===== config.mk =====
export PLATFORM = sky130hd
export DESIGN_NAME = led_brightness_code_select
export DESIGN_NICKNAME = d
export VERILOG_FILES = /design/src/core/led_code_pkg.sv /design/src/core/led_brightness_code_select.sv
export SDC_FILE = /design/constraint.sdc
export NUM_CORES = 1
export LEC_CHECK = 0
export BUFFER_PORTS_ARGS = -buffer_cell sky130_fd_sc_hd__buf_4
export CAP_MARGIN = 20
export CORE_ASPECT_RATIO = 2
export CORE_MARGIN = 2
export CORE_UTILIZATION = 43
export DETAILED_ROUTE_END_ITERATION = 7
export PLACE_DENSITY = 0.71
export SLEW_MARGIN = 10
export SYNTH_ARGS = -nofsm -noshare
export SYNTH_HDL_FRONTEND = slang
export SYNTH_SLANG_ARGS = --single-unit

===== constraint.sdc =====
create_clock -name mclk_in -period 3.3 [get_ports mclk_in]
set_input_delay 0.495 -clock mclk_in [delete_from_list [all_inputs] [get_ports mclk_in]]
set_output_delay 0.495 -clock mclk_in [all_outputs]
set_load 0.02 [all_outputs]

===== src/core/led_code_pkg.sv =====
`default_nettype none
package led_code_pkg;
  localparam int        ADDR_W          = 8;
  localparam int        CODE_W          = 7;
  localparam int        FRAC_W          = 17;
  localparam logic [7:0] GEN_PURPOSE_OFS  = 8'h10;
  localparam logic [7:0] PRIMARY_CODE_OFS = 8'ha0;
  localparam logic [7:0] SECOND_CODE_OFS  = 8'hb0;
  localparam logic [7:0] GEN_PURPOSE_RST  = 8'hc0;
  localparam logic [7:0] BRIGHT_RST       = 8'h80;
  localparam int        UNISON_BIT      = 2;
  localparam logic [5:0] GP_RW_MASK       = 6'h3f;
  localparam logic [1:0] GP_FIXED_ONES    = 2'h3;
  localparam logic       BRIGHT_MSB_READ  = 1'h1;
  // Current as thousandths of a percent of full_scale_current
  localparam logic [FRAC_W-1:0] FRAC_TABLE [128] = '{
    17'h0, 17'd166, 17'd175, 17'd184, 17'd194, 17'd204, 17'd214, 17'd226,
    17'd237, 17'd250, 17'd263, 17'd276, 17'd291, 17'd306, 17'd322, 17'd339,
    17'd356, 17'd375, 17'd394, 17'd415, 17'd436, 17'd459, 17'd483, 17'd508,
    17'd535, 17'd563, 17'd592, 17'd623, 17'd655, 17'd689, 17'd725, 17'd763,
    17'd803, 17'd845, 17'd889, 17'd935, 17'd984, 17'd1035, 17'd1089, 17'd1146,
    17'd1205, 17'd1268, 17'd1334, 17'd1404, 17'd1477, 17'd1554, 17'd1635, 17'd1720,
    17'd1809, 17'd1904, 17'd2003, 17'd2107, 17'd2217, 17'd2332, 17'd2454, 17'd2582,
    17'd2716, 17'd2858, 17'd3007, 17'd3163, 17'd3328, 17'd3502, 17'd3684, 17'd3876,
    17'd4078, 17'd4290, 17'd4514, 17'd4749, 17'd4996, 17'd5257, 17'd5531, 17'd5819,
    17'd6122, 17'd6441, 17'd6776, 17'd7129, 17'd7501, 17'd7892, 17'd8303, 17'd8735,
    17'd9191, 17'd9669, 17'd10173, 17'd10703, 17'd11261, 17'd11847, 17'd12465,
    17'd13114, 17'd13797, 17'd14516, 17'd15272, 17'd16068, 17'd16905, 17'd17786,
    17'd18713, 17'd19687, 17'd20713, 17'd21792, 17'd22928, 17'd24122, 17'd25379,
    17'd26701, 17'd28092, 17'd29556, 17'd31096, 17'd32716, 17'd34420, 17'd36213,
    17'd38100, 17'd40085, 17'd42173, 17'd44371, 17'd46682, 17'd49114, 17'd51673,
    17'd54365, 17'd57198, 17'd60178, 17'd63313, 17'd66611, 17'd70082, 17'd73733,
    17'd77574, 17'd81616, 17'd85868, 17'd90341, 17'd95048, 17'd100000
  };
endpackage : led_code_pkg
`default_nettype wire


===== src/core/led_brightness_code_select.sv =====
// Notes on behaviour
// - With unison off each sink takes the code of its own brightness register.
// - Brightness registers are 8 bits and only bits 6..0 steer the current code.
// - With unison on the secondary register is ignored and the primary code drives both.
// - Each code maps through a fixed rising exponential table, 0 to zero, 127 to full scale.
// - Unison select is bit 2 of the general purpose register.
`timescale 1ns/1ps
`default_nettype none
module led_brightness_code_select
  import led_code_pkg::*;
(
  input  wire logic              mclk_in,
  input  wire logic              rst_n_in,
  input  wire logic              wb_cyc_in,
  input  wire logic              wb_stb_in,
  input  wire logic              wb_we_in,
  input  wire logic [ADDR_W-1:0] wb_adr_in,
  input  wire logic [31:0]       wb_dat_in,
  input  wire logic [3:0]        wb_sel_in,
  output logic [31:0]            wb_dat_out,
  output logic                   wb_ack_out,
  output logic [CODE_W-1:0]      primary_sink_code_out,
  output logic [CODE_W-1:0]      secondary_sink_code_out,
  output logic [FRAC_W-1:0]      primary_sink_frac_out,
  output logic [FRAC_W-1:0]      secondary_sink_frac_out,
  output logic                   unison_select_out
);

  function automatic logic [FRAC_W-1:0] code_frac(input logic [CODE_W-1:0] code);
    code_frac = FRAC_TABLE[code];
  endfunction : code_frac

  logic [CODE_W-1:0] primary_brightness_code_r;
  logic [CODE_W-1:0] secondary_brightness_code_r;
  logic [5:0]        gen_purpose_r;
  logic              ack_r;
  logic [7:0]        rdata_r;
  logic [CODE_W-1:0] pri_out_r;
  logic [CODE_W-1:0] sec_out_r;
  logic [FRAC_W-1:0] pri_frac_r;
  logic [FRAC_W-1:0] sec_frac_r;

  // Request taken once; ack drops the cycle after it is given
  wire               req_take   = wb_cyc_in & wb_stb_in & ~ack_r;
  wire               wr_take    = req_take & wb_we_in & wb_sel_in[0];
  wire               hit_gp     = (wb_adr_in == GEN_PURPOSE_OFS);
  wire               hit_pri    = (wb_adr_in == PRIMARY_CODE_OFS);
  wire               hit_sec    = (wb_adr_in == SECOND_CODE_OFS);
  wire               unison     = gen_purpose_r[UNISON_BIT];
  wire [CODE_W-1:0]  wr_code    = wb_dat_in[CODE_W-1:0];
  wire [CODE_W-1:0]  sec_source = unison ? primary_brightness_code_r
                                         : secondary_brightness_code_r;
  // Unmapped addresses still ack and read zero, so software never hangs
  wire [7:0]         rd_mux     = hit_gp  ? {GP_FIXED_ONES, gen_purpose_r} :
                                  hit_pri ? {BRIGHT_MSB_READ, primary_brightness_code_r} :
                                  hit_sec ? {BRIGHT_MSB_READ, secondary_brightness_code_r} :
                                  8'h00;

  always_ff @(posedge mclk_in) begin
    if (!rst_n_in) begin
      gen_purpose_r               <= GEN_PURPOSE_RST[5:0];
      primary_brightness_code_r   <= BRIGHT_RST[CODE_W-1:0];
      secondary_brightness_code_r <= BRIGHT_RST[CODE_W-1:0];
    end else if (wr_take) begin
      if (hit_gp)
        gen_purpose_r <= wb_dat_in[5:0] & GP_RW_MASK;
      if (hit_pri)
        primary_brightness_code_r <= wr_code;
      if (hit_sec)
        secondary_brightness_code_r <= wr_code;
    end
  end

  always_ff @(posedge mclk_in) begin
    if (!rst_n_in) begin
      ack_r   <= 1'b0;
      rdata_r <= 8'h00;
    end else begin
      ack_r   <= req_take;
      rdata_r <= req_take ? rd_mux : 8'h00;
    end
  end

  // Registered codes cost a cycle but keep sink drive glitch-free
  always_ff @(posedge mclk_in) begin
    if (!rst_n_in) begin
      pri_out_r  <= BRIGHT_RST[CODE_W-1:0];
      sec_out_r  <= BRIGHT_RST[CODE_W-1:0];
      pri_frac_r <= code_frac(BRIGHT_RST[CODE_W-1:0]);
      sec_frac_r <= code_frac(BRIGHT_RST[CODE_W-1:0]);
    end else begin
      pri_out_r  <= primary_brightness_code_r;
      sec_out_r  <= sec_source;
      pri_frac_r <= code_frac(primary_brightness_code_r);
      sec_frac_r <= code_frac(sec_source);
    end
  end

  assign wb_ack_out              = ack_r;
  assign wb_dat_out              = {24'h000000, rdata_r};
  assign primary_sink_code_out   = pri_out_r;
  assign secondary_sink_code_out = sec_out_r;
  assign primary_sink_frac_out   = pri_frac_r;
  assign secondary_sink_frac_out = sec_frac_r;
  assign unison_select_out       = unison;
endmodule : led_brightness_code_select
`default_nettype wire


### After elaboration in Yosys (flattened, before gate mapping)

Memory sizes are Yosys's and may differ from the RTL's. A register that Yosys moved wholly into a read port is not among the register bits.
Cells that the tools add are included.

* logic and storage cells: 29
* output and inout bits: 82
* flip-flop bits (word level): 43
* input bits: 49
* memories kept: 2
* memory bits (read-only): 4352

Memories
* (no name shown): words 128, bits a word 17, read ports 1, clocked after memory_dff 1, write ports 0, RTL line led_brightness_code_select.sv:30 `code_frac = FRAC_TABLE[code];`
* (no name shown): words 128, bits a word 17, read ports 1, clocked after memory_dff 1, write ports 0, RTL line led_brightness_code_select.sv:30

* eq/ne operators: 3
* mux-type cells: 4
* reduce and logical (&&, ||, !) cells: 6
* bitwise gates (word level): 7

Operators with widths (count)
* 8-bit 2-to-1 mux: 3
* 8-bit equality test, second input constant: 2
* 7-bit inverter with 8-bit output: 2
* 8-bit by 5-bit equality test with 1-bit output, second input constant: 1
* 2-bit AND reduction: 4
* 7-bit 2-to-1 mux: 1
* 1-bit bitwise AND: 4
* 1-bit zero test: 2
* 1-bit inverter: 1

### Longest topological paths before layout

Gate-level depths: netlist (run 1).

* depth in word-level cells: 5
* depth in mapped cells: 13
* mapped depth without buffers: 9

### Worst setup path before layout (run 1)

Ideal clock, no wire load.

* path type: reg-to-reg
* from: reg primary_brightness_code_r[0]
* to: reg pri_frac_r[1] (netlist: primary_sink_frac_out[1])
* arrival time: 2.701 ns
* stages on the path, launching flop included: 10
* library setup time: 0.115 ns
* buffers on the path: 2
* slack: 0.484 ns
* clock period less this slack: 2.816 ns
* data required time: 3.185 ns
* cell sequence: dfxtp_1 -> clkinv_1 -> ha_1 -> clkbuf_1 -> buf_1 -> nand3_1 -> o211ai_1 -> o21ai_0 -> mux4_2 -> and2_1

* cells in the longest elaborated chain, start to end: 1

Ends and longest elaborated chain
* start: declaration: RTL line led_brightness_code_select.sv:33 `logic [CODE_W-1:0] primary_brightness_code_r;`
* start signal: assignment: RTL line led_brightness_code_select.sv:62 `primary_brightness_code_r <= BRIGHT_RST[CODE_W-1:0];`
* start signal: assignment: RTL line led_brightness_code_select.sv:68 `primary_brightness_code_r <= wr_code;`
* 7-bit inverter with 8-bit output (implied by the code): RTL line led_brightness_code_select.sv:30
* end: declaration: RTL line led_brightness_code_select.sv:40 `logic [FRAC_W-1:0] pri_frac_r;`

Every way passes these cells.
A chain may end at the register's enable or synchronous reset.

### Worst setup path in the final report (run 1)

* from: reg gen_purpose_r[2]
* to: reg sec_frac_r[10] (netlist: secondary_sink_frac_out[10])

* cells in the longest elaborated chain, start to end: 2

Ends and longest elaborated chain
* start: declaration: RTL line led_brightness_code_select.sv:35 `logic [5:0] gen_purpose_r;`
* start signal: assignment: RTL line led_brightness_code_select.sv:61 `gen_purpose_r <= GEN_PURPOSE_RST[5:0];`
* start signal: assignment: RTL line led_brightness_code_select.sv:66 `gen_purpose_r <= wb_dat_in[5:0] & GP_RW_MASK;`
* 7-bit 2-to-1 mux: RTL line led_brightness_code_select.sv:51 `wire [CODE_W-1:0] sec_source = unison ? primary_brightness_code_r`
* 7-bit inverter with 8-bit output (implied by the code): RTL line led_brightness_code_select.sv:30
* end: declaration: RTL line led_brightness_code_select.sv:41 `logic [FRAC_W-1:0] sec_frac_r;`

Every way passes these cells.

==> metrics.md, run 1 <==
| Metric | Value |
|---|---|
| Reg2reg setup slack | 150 ps |
| Overflow after GRT | 0 |
| Gate power share | 0.037 |
| Initial antenna violation count | 0 |
| Clock slew at the register clock pins of the worst setup and hold paths | approximately 80 ps |
| Critical path cell sequence | mux2i_4 -> ha_1 -> buf_4 -> a211oi_1 -> o21a_1 -> a2111oi_0 -> buf_4 -> o21ai_0 |
| Cell Rows | 71 |
| Peak supply drop | 0.000208 V |
| Fillers | 1929 |
| Tot GR Track Use | 0.375 |
| Drt first pass iters | 7 |
| Via count | 9537 |
| Critical path class | reg -> reg |
| Synth Instances | 1141 |
| Setup TNS | 0 ps |
| Post-cts sizing count | 0 |
| Inst Count DP | around 1.4k |
| Hold Startpoint | wb_dat_in[3] |
| Crit-path slowest cell | a2111oi_0 |
| Commonest non-fill, non-tap cells in the layout | buf_4 (151), nor2_1 (138), nand2_1 (105), a21oi_1 (101), o21ai_0 (85) |
| Setup ws final | 155 ps |
| Clk_lat worst skew | 370 ps |
| Pin count of the biggest net entering global routing | 99 |
| DIE AREA | approximately 0.020 mm2 |
| Post-CTS Setup Bufs | 0 |
| DRC violations left | 0 |
| Beginning of the critical path | gen_purpose_r[2] |
| Clock root buffer | clkbuf_16 |
| Post-synth EDFFs | 0 |
| Pleak | 3.69 nW |
| Critical path's most frequent cell | buf_4 |
| Slew HR | 0.240 |
| Largest area contributor in the netlist | dfxtp_1 |
| Top post-synthesis cells by area | dfxtp_1 (19%), nor2_1 (6.4%), a21oi_1 (6.2%) |
| Post-detail-place hpwl | between 20000 and 30000 um |
| Worst Path Max Fanout | 9 |
| Synth cell types | 78 |
| Number of I/O port buffers | 78 |
| Arrival @ worst endpoint | 3390 ps |
| Sw Ratio | 0.244 |
| Status | complete, no violations |
| H-Tree Level Count | 3 |
| Max Fclk | 0.318 GHz |
| Area Overhead vs Synth | 14.6% |
| Seq/Total Area, Yosys | 0.190 |
| Net Sw Power | 538 uW |
| Placed Area | 0.00897 mm2 |
| Critical Path Start Type | register |
| First-pass GRT wire length | 56200 um |
| Synthesized cell area | 0.00812 mm2 |
| Worst min-delay path category | in -> reg |
| Synthesis Warnings | 0 |
| Skew final | about 18 ps |
| Commonest non-fill, non-tap cell in the layout | buf_4 |
| Starting density of the core | 0.435 |
| Worst reg2reg startpoint | gen_purpose_r[2] |
| Die Width | slightly above 100 um |
| Longest Clk Path Bufs | 2 |
| # diodes | 0 |
| Final period utilization | 0.953 |
| Most used DFF post-synth | dfxtp_1 |
| Share of the synthesized area in the top cell type | 0.190 |
| Routed Antenna Nets | 0 |
| Endpoints failing hold | 0 |
| Clk pwr share | 0.543 |
| Non-filler cells in the finished layout | ~1.4k |
| Synth Register Bits | 77 |
| Reg2reg path depth | 8 |
| Vias per inst | 6.79 |
| Layout cells sized above 1 | 0.179 |
| DRT Wirelength | 37500 um |
| Avg WL per Cell | around 27 um |
| Worst hold path stage count | 3 |
| Min Clock Period, post-route | 3150 ps |
| Layout Nets | between 1k and 1.5k |
| Pint | 1.67 mW |
| Final GP Congestion | 1.03 |
| Final hold slack | 385 ps |
| TritonCTS clock tree | done |
| First-iteration detailed-routing DRC count | 823 |
| Crit. End Element | register |
| Cts hold-fix bufs | 0 |
| Placeable Area | 0.0187 mm2 |
| Async set-reset flop share out of synthesis | 0 |
| RSZ-0062 raised after global routing | no |
| Syn Area/Cell | 7.12 um2 |
| Vias in the first global route | 8990 |
| Power Dens Cells | around 240 mW/mm2 |
| Post-Place Setup Slack | 296 ps |
| CP max stage delay | 920 ps |
| Final number of setup-violating endpoints | 0 |
| Design Area, Final | 0.00931 mm2 |
| Slew @ Worst Pin | 1130 ps |
| Hold endpoint | secondary_brightness_code_r[3] |
| Die span in y | 198 um |
| CP Data Required Time | 3550 ps |
| R2r endpoint | secondary_sink_frac_out[10] |
| Max-slew violations | 0 |
| Max-Cap Viols | 0 |
| # IOs | around 130 |
| CTS buffer count | 9 |
| Flop pwr share | 0.420 |
| Clock sink count | 77 |
## power by group through the flow
stage               sequential, mW  combinational [mW]  clock (mW)
floorplan                    0.952              0.0671           0
global placement             0.950              0.0786           0
detailed placement           0.950              0.0791           0
CTS                          0.928              0.0792        1.21
global route                 0.928              0.0862        1.24
finish                       0.928              0.0807        1.20
## stage by stage
stage | util | power (mW)
after floorplan | - | 1.02
after global placement | 0.481 | 1.03
after detailed placement | 0.481 | 1.03
after CTS | 0.499 | 2.22
after global routing | 0.499 | 2.25
final | 0.499 | 2.21
## Yosys cell counts, drive strengths merged (4+ instances only)
cell type / instances
dfxtp: 77
inv: 21
a211o: 7
o21ai: 86
ha: 38
buf: 96
nand3: 23
mux4: 5
o221ai: 11
nor3b: 5
o311a: 7
a221oi: 10
nor3: 33
o22ai: 12
a2111oi: 10
nor2b: 18
o211ai: 20
o311ai: 11
nand2b: 13
a31oi: 17
a21oi: 101
nor2: 141
clkbuf: 55
mux2: 5
and2: 8
o32ai: 6
a311oi: 10
a22oi: 7
or3: 7
o21a: 6
a31o: 5
o31ai: 10
mux2i: 49
a221o: 4
nand2: 106
a211oi: 43
o221a: 6
## cell type report
class / count / area (um2) / share of cell area
clock inverter: 5 / 88.8 / 0.00954
multi-input combinational: 912 / 5800 / 0.623
timing repair buffer: 157 / 1250 / 0.135
inverter: 24 / 90.1 / 0.00968
sequential: 77 / 1550 / 0.167
clock buffer: 11 / 254 / 0.0273
tap: 219 / 274 / 0.0294
## kinds of logic (layout without fill, tap and decap cells)
kind of cell / count (synthesis) / count (layout) / share of synthesized area
other cells: 1 / 24 / 0.000462
mux: 59 / 59 / 0.0863
simple gates: 367 / 367 / 0.203
xor+xnor: 4 / 4 / 0.00431
fa+ha+maj: 38 / 38 / 0.0585
flops: 77 / 77 / 0.190
compound gates: 420 / 420 / 0.350
buf+inv: 175 / 197 / 0.108
## how the worst max path moves through the flow
stage,end,cells past startpoint
after global routing,secondary_sink_frac_out[10],10
final,secondary_sink_frac_out[10],8
after CTS,secondary_sink_frac_out[10],8
after detailed placement,secondary_sink_frac_out[10],8
after global placement,secondary_sink_frac_out[10],10
after floorplan,primary_sink_frac_out[1],9
## flip-flops by register name (all words and copies together), names as in the netlist
register and count:
secondary_sink_frac_out 17, secondary_sink_code_out 7, secondary_brightness_code_r 7, rdata_r 8, primary_sink_code_out 7, primary_sink_frac_out 17
primary_brightness_code_r 7, gen_purpose_r 6, wb_ack_out 1
## worst max-delay path: cells and delay by family, from the launching register on
kind / cells / cell delay (ps)
adders and majority gates: 1 / 490
DFF: 1 / 410
buffers and inverters: 2 / 450
AOI/OAI and AO/OA: 4 / 1300
muxes: 1 / 370
## per-layer routing
metal	track usage	up-vias	part of all wire
met5	0	-	0
met4	0.306	0	0.10
met3	0.0597	220	0.076
met2	0.648	635	0.50
met1	0.388	4428	0.32
li1	-	4254	-
No activity file was read; power rests on OpenSTA's default activity.
==> inputs of run 2 (changes only) <==
--- a/config.mk
+++ b/config.mk
@@ -10,8 +10,9 @@
 export CORE_ASPECT_RATIO = 2
 export CORE_MARGIN = 2
 export CORE_UTILIZATION = 43
+export CTS_BUF_LIST = sky130_fd_sc_hd__clkbuf_8
 export DETAILED_ROUTE_END_ITERATION = 7
-export PLACE_DENSITY = 0.71
+export PLACE_DENSITY = 0.6
 export SLEW_MARGIN = 10
 export SYNTH_ARGS = -nofsm -noshare
 export SYNTH_HDL_FRONTEND = slang
==> run 2 against run 1 <==
Against the previous run:
- core utilization fell by 0.85 points
- first-iteration DRC count down 15%
- via count fell by 0.62%
- critical path depth unchanged
- flip-flop and latch count is the same
- final cell count hardly changed
- final area shrank 1.7%
- clock power decreased by 35%
- die area unchanged
- setup slack improved by 110 ps
- sequential share of layout area up 0.29 points
- routed wire length fell by 1.5%
==> metrics.md, run 2 (same netlist as run 1, synthesis figures left out) <==
| Metric | Value |
|---|---|
| Status | complete, no violations |
| Slew @ Worst Pin | 835 ps (-293 ps) |
| Overflow after GRT | 0 (unchanged) |
| Final period utilization | 0.918 (-0.0347) |
| Cts hold-fix bufs | 0 (unchanged) |
| # IOs | 131 (unchanged) |
| Register area | 0.00155 mm2 (unchanged) |
| Critical Path Start Type | register |
| Setup ws final | 270 ps (+115 ps) |
| Clk pwr share | 0.436 (-0.107) |
| Clk_lat worst skew | 420 ps (+50 ps) |
| Number of I/O port buffers | 78 (unchanged) |
| Cell Rows | 71 (unchanged) |
| Tot Pwr | 1.79 mW (-19%) |
| Reg2reg path depth | 8 (unchanged) |
| Worst Path Max Fanout | 26 (+17) |
| Post-Place Setup Slack | 346 ps (+50.3 ps) |
| Post-cts sizing count | 0 (unchanged) |
| Worst reg2reg startpoint | gen_purpose_r[2] |
| DRC violations left | 0 (unchanged) |
| Net Sw Power | 541 uW (+0.50%) |
| Pin count of the biggest net entering global routing | 121 (+22%) |
| Commonest non-fill, non-tap cell in the layout | buf_4 |
| Routed Antenna Nets | 0 (unchanged) |
| Inst Count DP | 1390 (+0.072%) |
| Avg WL per Cell | 26.3 um (-1.6%) |
| Worst hold path stage count | 3 (unchanged) |
| Power Dens Cells | 196 mW/mm2 (-17%) |
| Area Overhead vs Synth | 12.7% |
| Vias per inst | 6.74 (-0.69%) |
| Setup TNS | 0 ps (unchanged) |
| Critical path class | reg -> reg |
| Final Util | 0.491 (-0.00845) |
| Die span in y | 198 um (unchanged) |
| Worst min-delay path category | in -> reg |
| Non-filler cells in the finished layout | 1406 (+0.071%) |
| Max Fclk | 0.330 GHz (+3.8%) |
| Flop pwr share | 0.518 (+0.098) |
| CP Data Required Time | 3530 ps (-20 ps) |
| Post-detail-place hpwl | 27000 um (+1.6%) |
| Arrival @ worst endpoint | 3260 ps (-130 ps) |
| Max-slew violations | 0 (unchanged) |
| Layout Nets | 1269 (+0.079%) |
| Gate power share | 0.046 (+0.009) |
| Max-Cap Viols | 0 (unchanged) |
| Hold endpoint | primary_brightness_code_r[6] |
| Vias in the first global route | 9135 (+1.6%) |
| Peak supply drop | 0.000156 V (-25%) |
| Clock root buffer | clkbuf_8 |
| R2r endpoint | secondary_sink_frac_out[1] |
| Die Width | 101 um (unchanged) |
| Commonest non-fill, non-tap cells in the layout | buf_4 (154), nor2_1 (138), nand2_1 (105), a21oi_1 (101), o21ai_0 (85) |
| Clock slew at the register clock pins of the worst setup and hold paths | 100 ps (+20 ps) |
| TritonCTS clock tree | done |
| Fillers | 1975 (+2.4%) |
| Post-CTS Setup Bufs | 0 (unchanged) |
| Via count | 9478 (-0.62%) |
| Slew HR | 0.436 (+0.196) |
| Placeable Area | 0.0187 mm2 (unchanged) |
| Min Clock Period, post-route | 3030 ps (-115 ps) |
| First-pass GRT wire length | 55600 um (-1.1%) |
| Pleak | 3.63 nW (-1.7%) |
| Initial antenna violation count | 0 (unchanged) |
| Tot GR Track Use | 0.370 (-0.00467) |
| Sw Ratio | 0.302 (+0.0580) |
| Reg2reg setup slack | 270 ps (+110 ps) |
| Longest Clk Path Bufs | 2 (unchanged) |
| Final number of setup-violating endpoints | 0 (unchanged) |
| Endpoints failing hold | 0 (unchanged) |
| DIE AREA | 0.0201 mm2 (unchanged) |
| Placed Area | 0.00895 mm2 (-0.20%) |
| First-iteration detailed-routing DRC count | 702 (-15%) |
| Final hold slack | 345 ps (-40.9 ps) |
| Crit. End Element | register |
| Skew final | 36.6 ps (+18.9 ps) |
| Design Area, Final | 0.00915 mm2 (-1.7%) |
| # diodes | 0 (unchanged) |
| Clock sink count | 77 (unchanged) |
| Hold Startpoint | wb_dat_in[6] |
| Starting density of the core | 0.435 (unchanged) |
| Final GP Congestion | 1.03 (+0.45%) |
| H-Tree Level Count | 3 (unchanged) |
| DRT Wirelength | 36900 um (-1.5%) |
| Multi-input logic area | 0.00580 mm2 (unchanged) |
| Pint | 1.25 mW (-25%) |
| Layout cells sized above 1 | 0.180 (+0.00153) |
| Drt first pass iters | 5 (-2) |
| CTS buffer count | 9 (unchanged) |
| RSZ-0062 raised after global routing | no |
-- run 2: final cells by class --
cell class | instances | area share
Clock buffer | 9 | 0.0135
Clock inverter | 7 | 0.00861
Inverter | 24 | 0.00984
Multi-Input combinational cell | 912 | 0.633
Sequential cell | 77 | 0.170
Tap cell | 219 | 0.0299
Timing Repair Buffer | 158 | 0.135
-- run 2: worst max-delay path by stage --
stage,startpoint,to,slack [ps],cells past startpoint
floorplan,primary_brightness_code_r[0],primary_sink_frac_out[1],480,9
global placement,gen_purpose_r[2],secondary_sink_frac_out[1],320,8
detailed placement,gen_purpose_r[2],secondary_sink_frac_out[1],350,8
CTS,gen_purpose_r[2],secondary_sink_frac_out[1],320,8
global route,gen_purpose_r[2],secondary_sink_frac_out[1],190,8
finish,gen_purpose_r[2],secondary_sink_frac_out[1],270,8
-- run 2: power groups by stage --
| stage | clock (mW) | combinational [mW] | sequential [mW] |
|---|---|---|---|
| after floorplan | 0 | 0.0671 | 0.952 |
| after global routing | 0.840 | 0.0874 | 0.928 |
| after global placement | 0 | 0.0810 | 0.950 |
| final | 0.782 | 0.0829 | 0.928 |
| after CTS | 0.803 | 0.0815 | 0.928 |
| after detailed placement | 0 | 0.0812 | 0.950 |
-- run 2: layer usage --
metal / GRT usage / vias to the layer above / part of all wire
met5: 0 / - / 0
met1: 0.376 / 4456 / 0.32
li1: - / 4263 / -
met3: 0.0529 / 213 / 0.060
met4: 0.319 / 0 / 0.10
met2: 0.644 / 546 / 0.51
-- run 2: critical path: stages (launching register included) --
cell and delay (ps):
dfxtp_2 410, buf_4 310, mux2_2 490, buf_4 230, nor2_1 210, a2bb2oi_1 190
a21oi_1 80, o311ai_0 710, a31oi_1 230
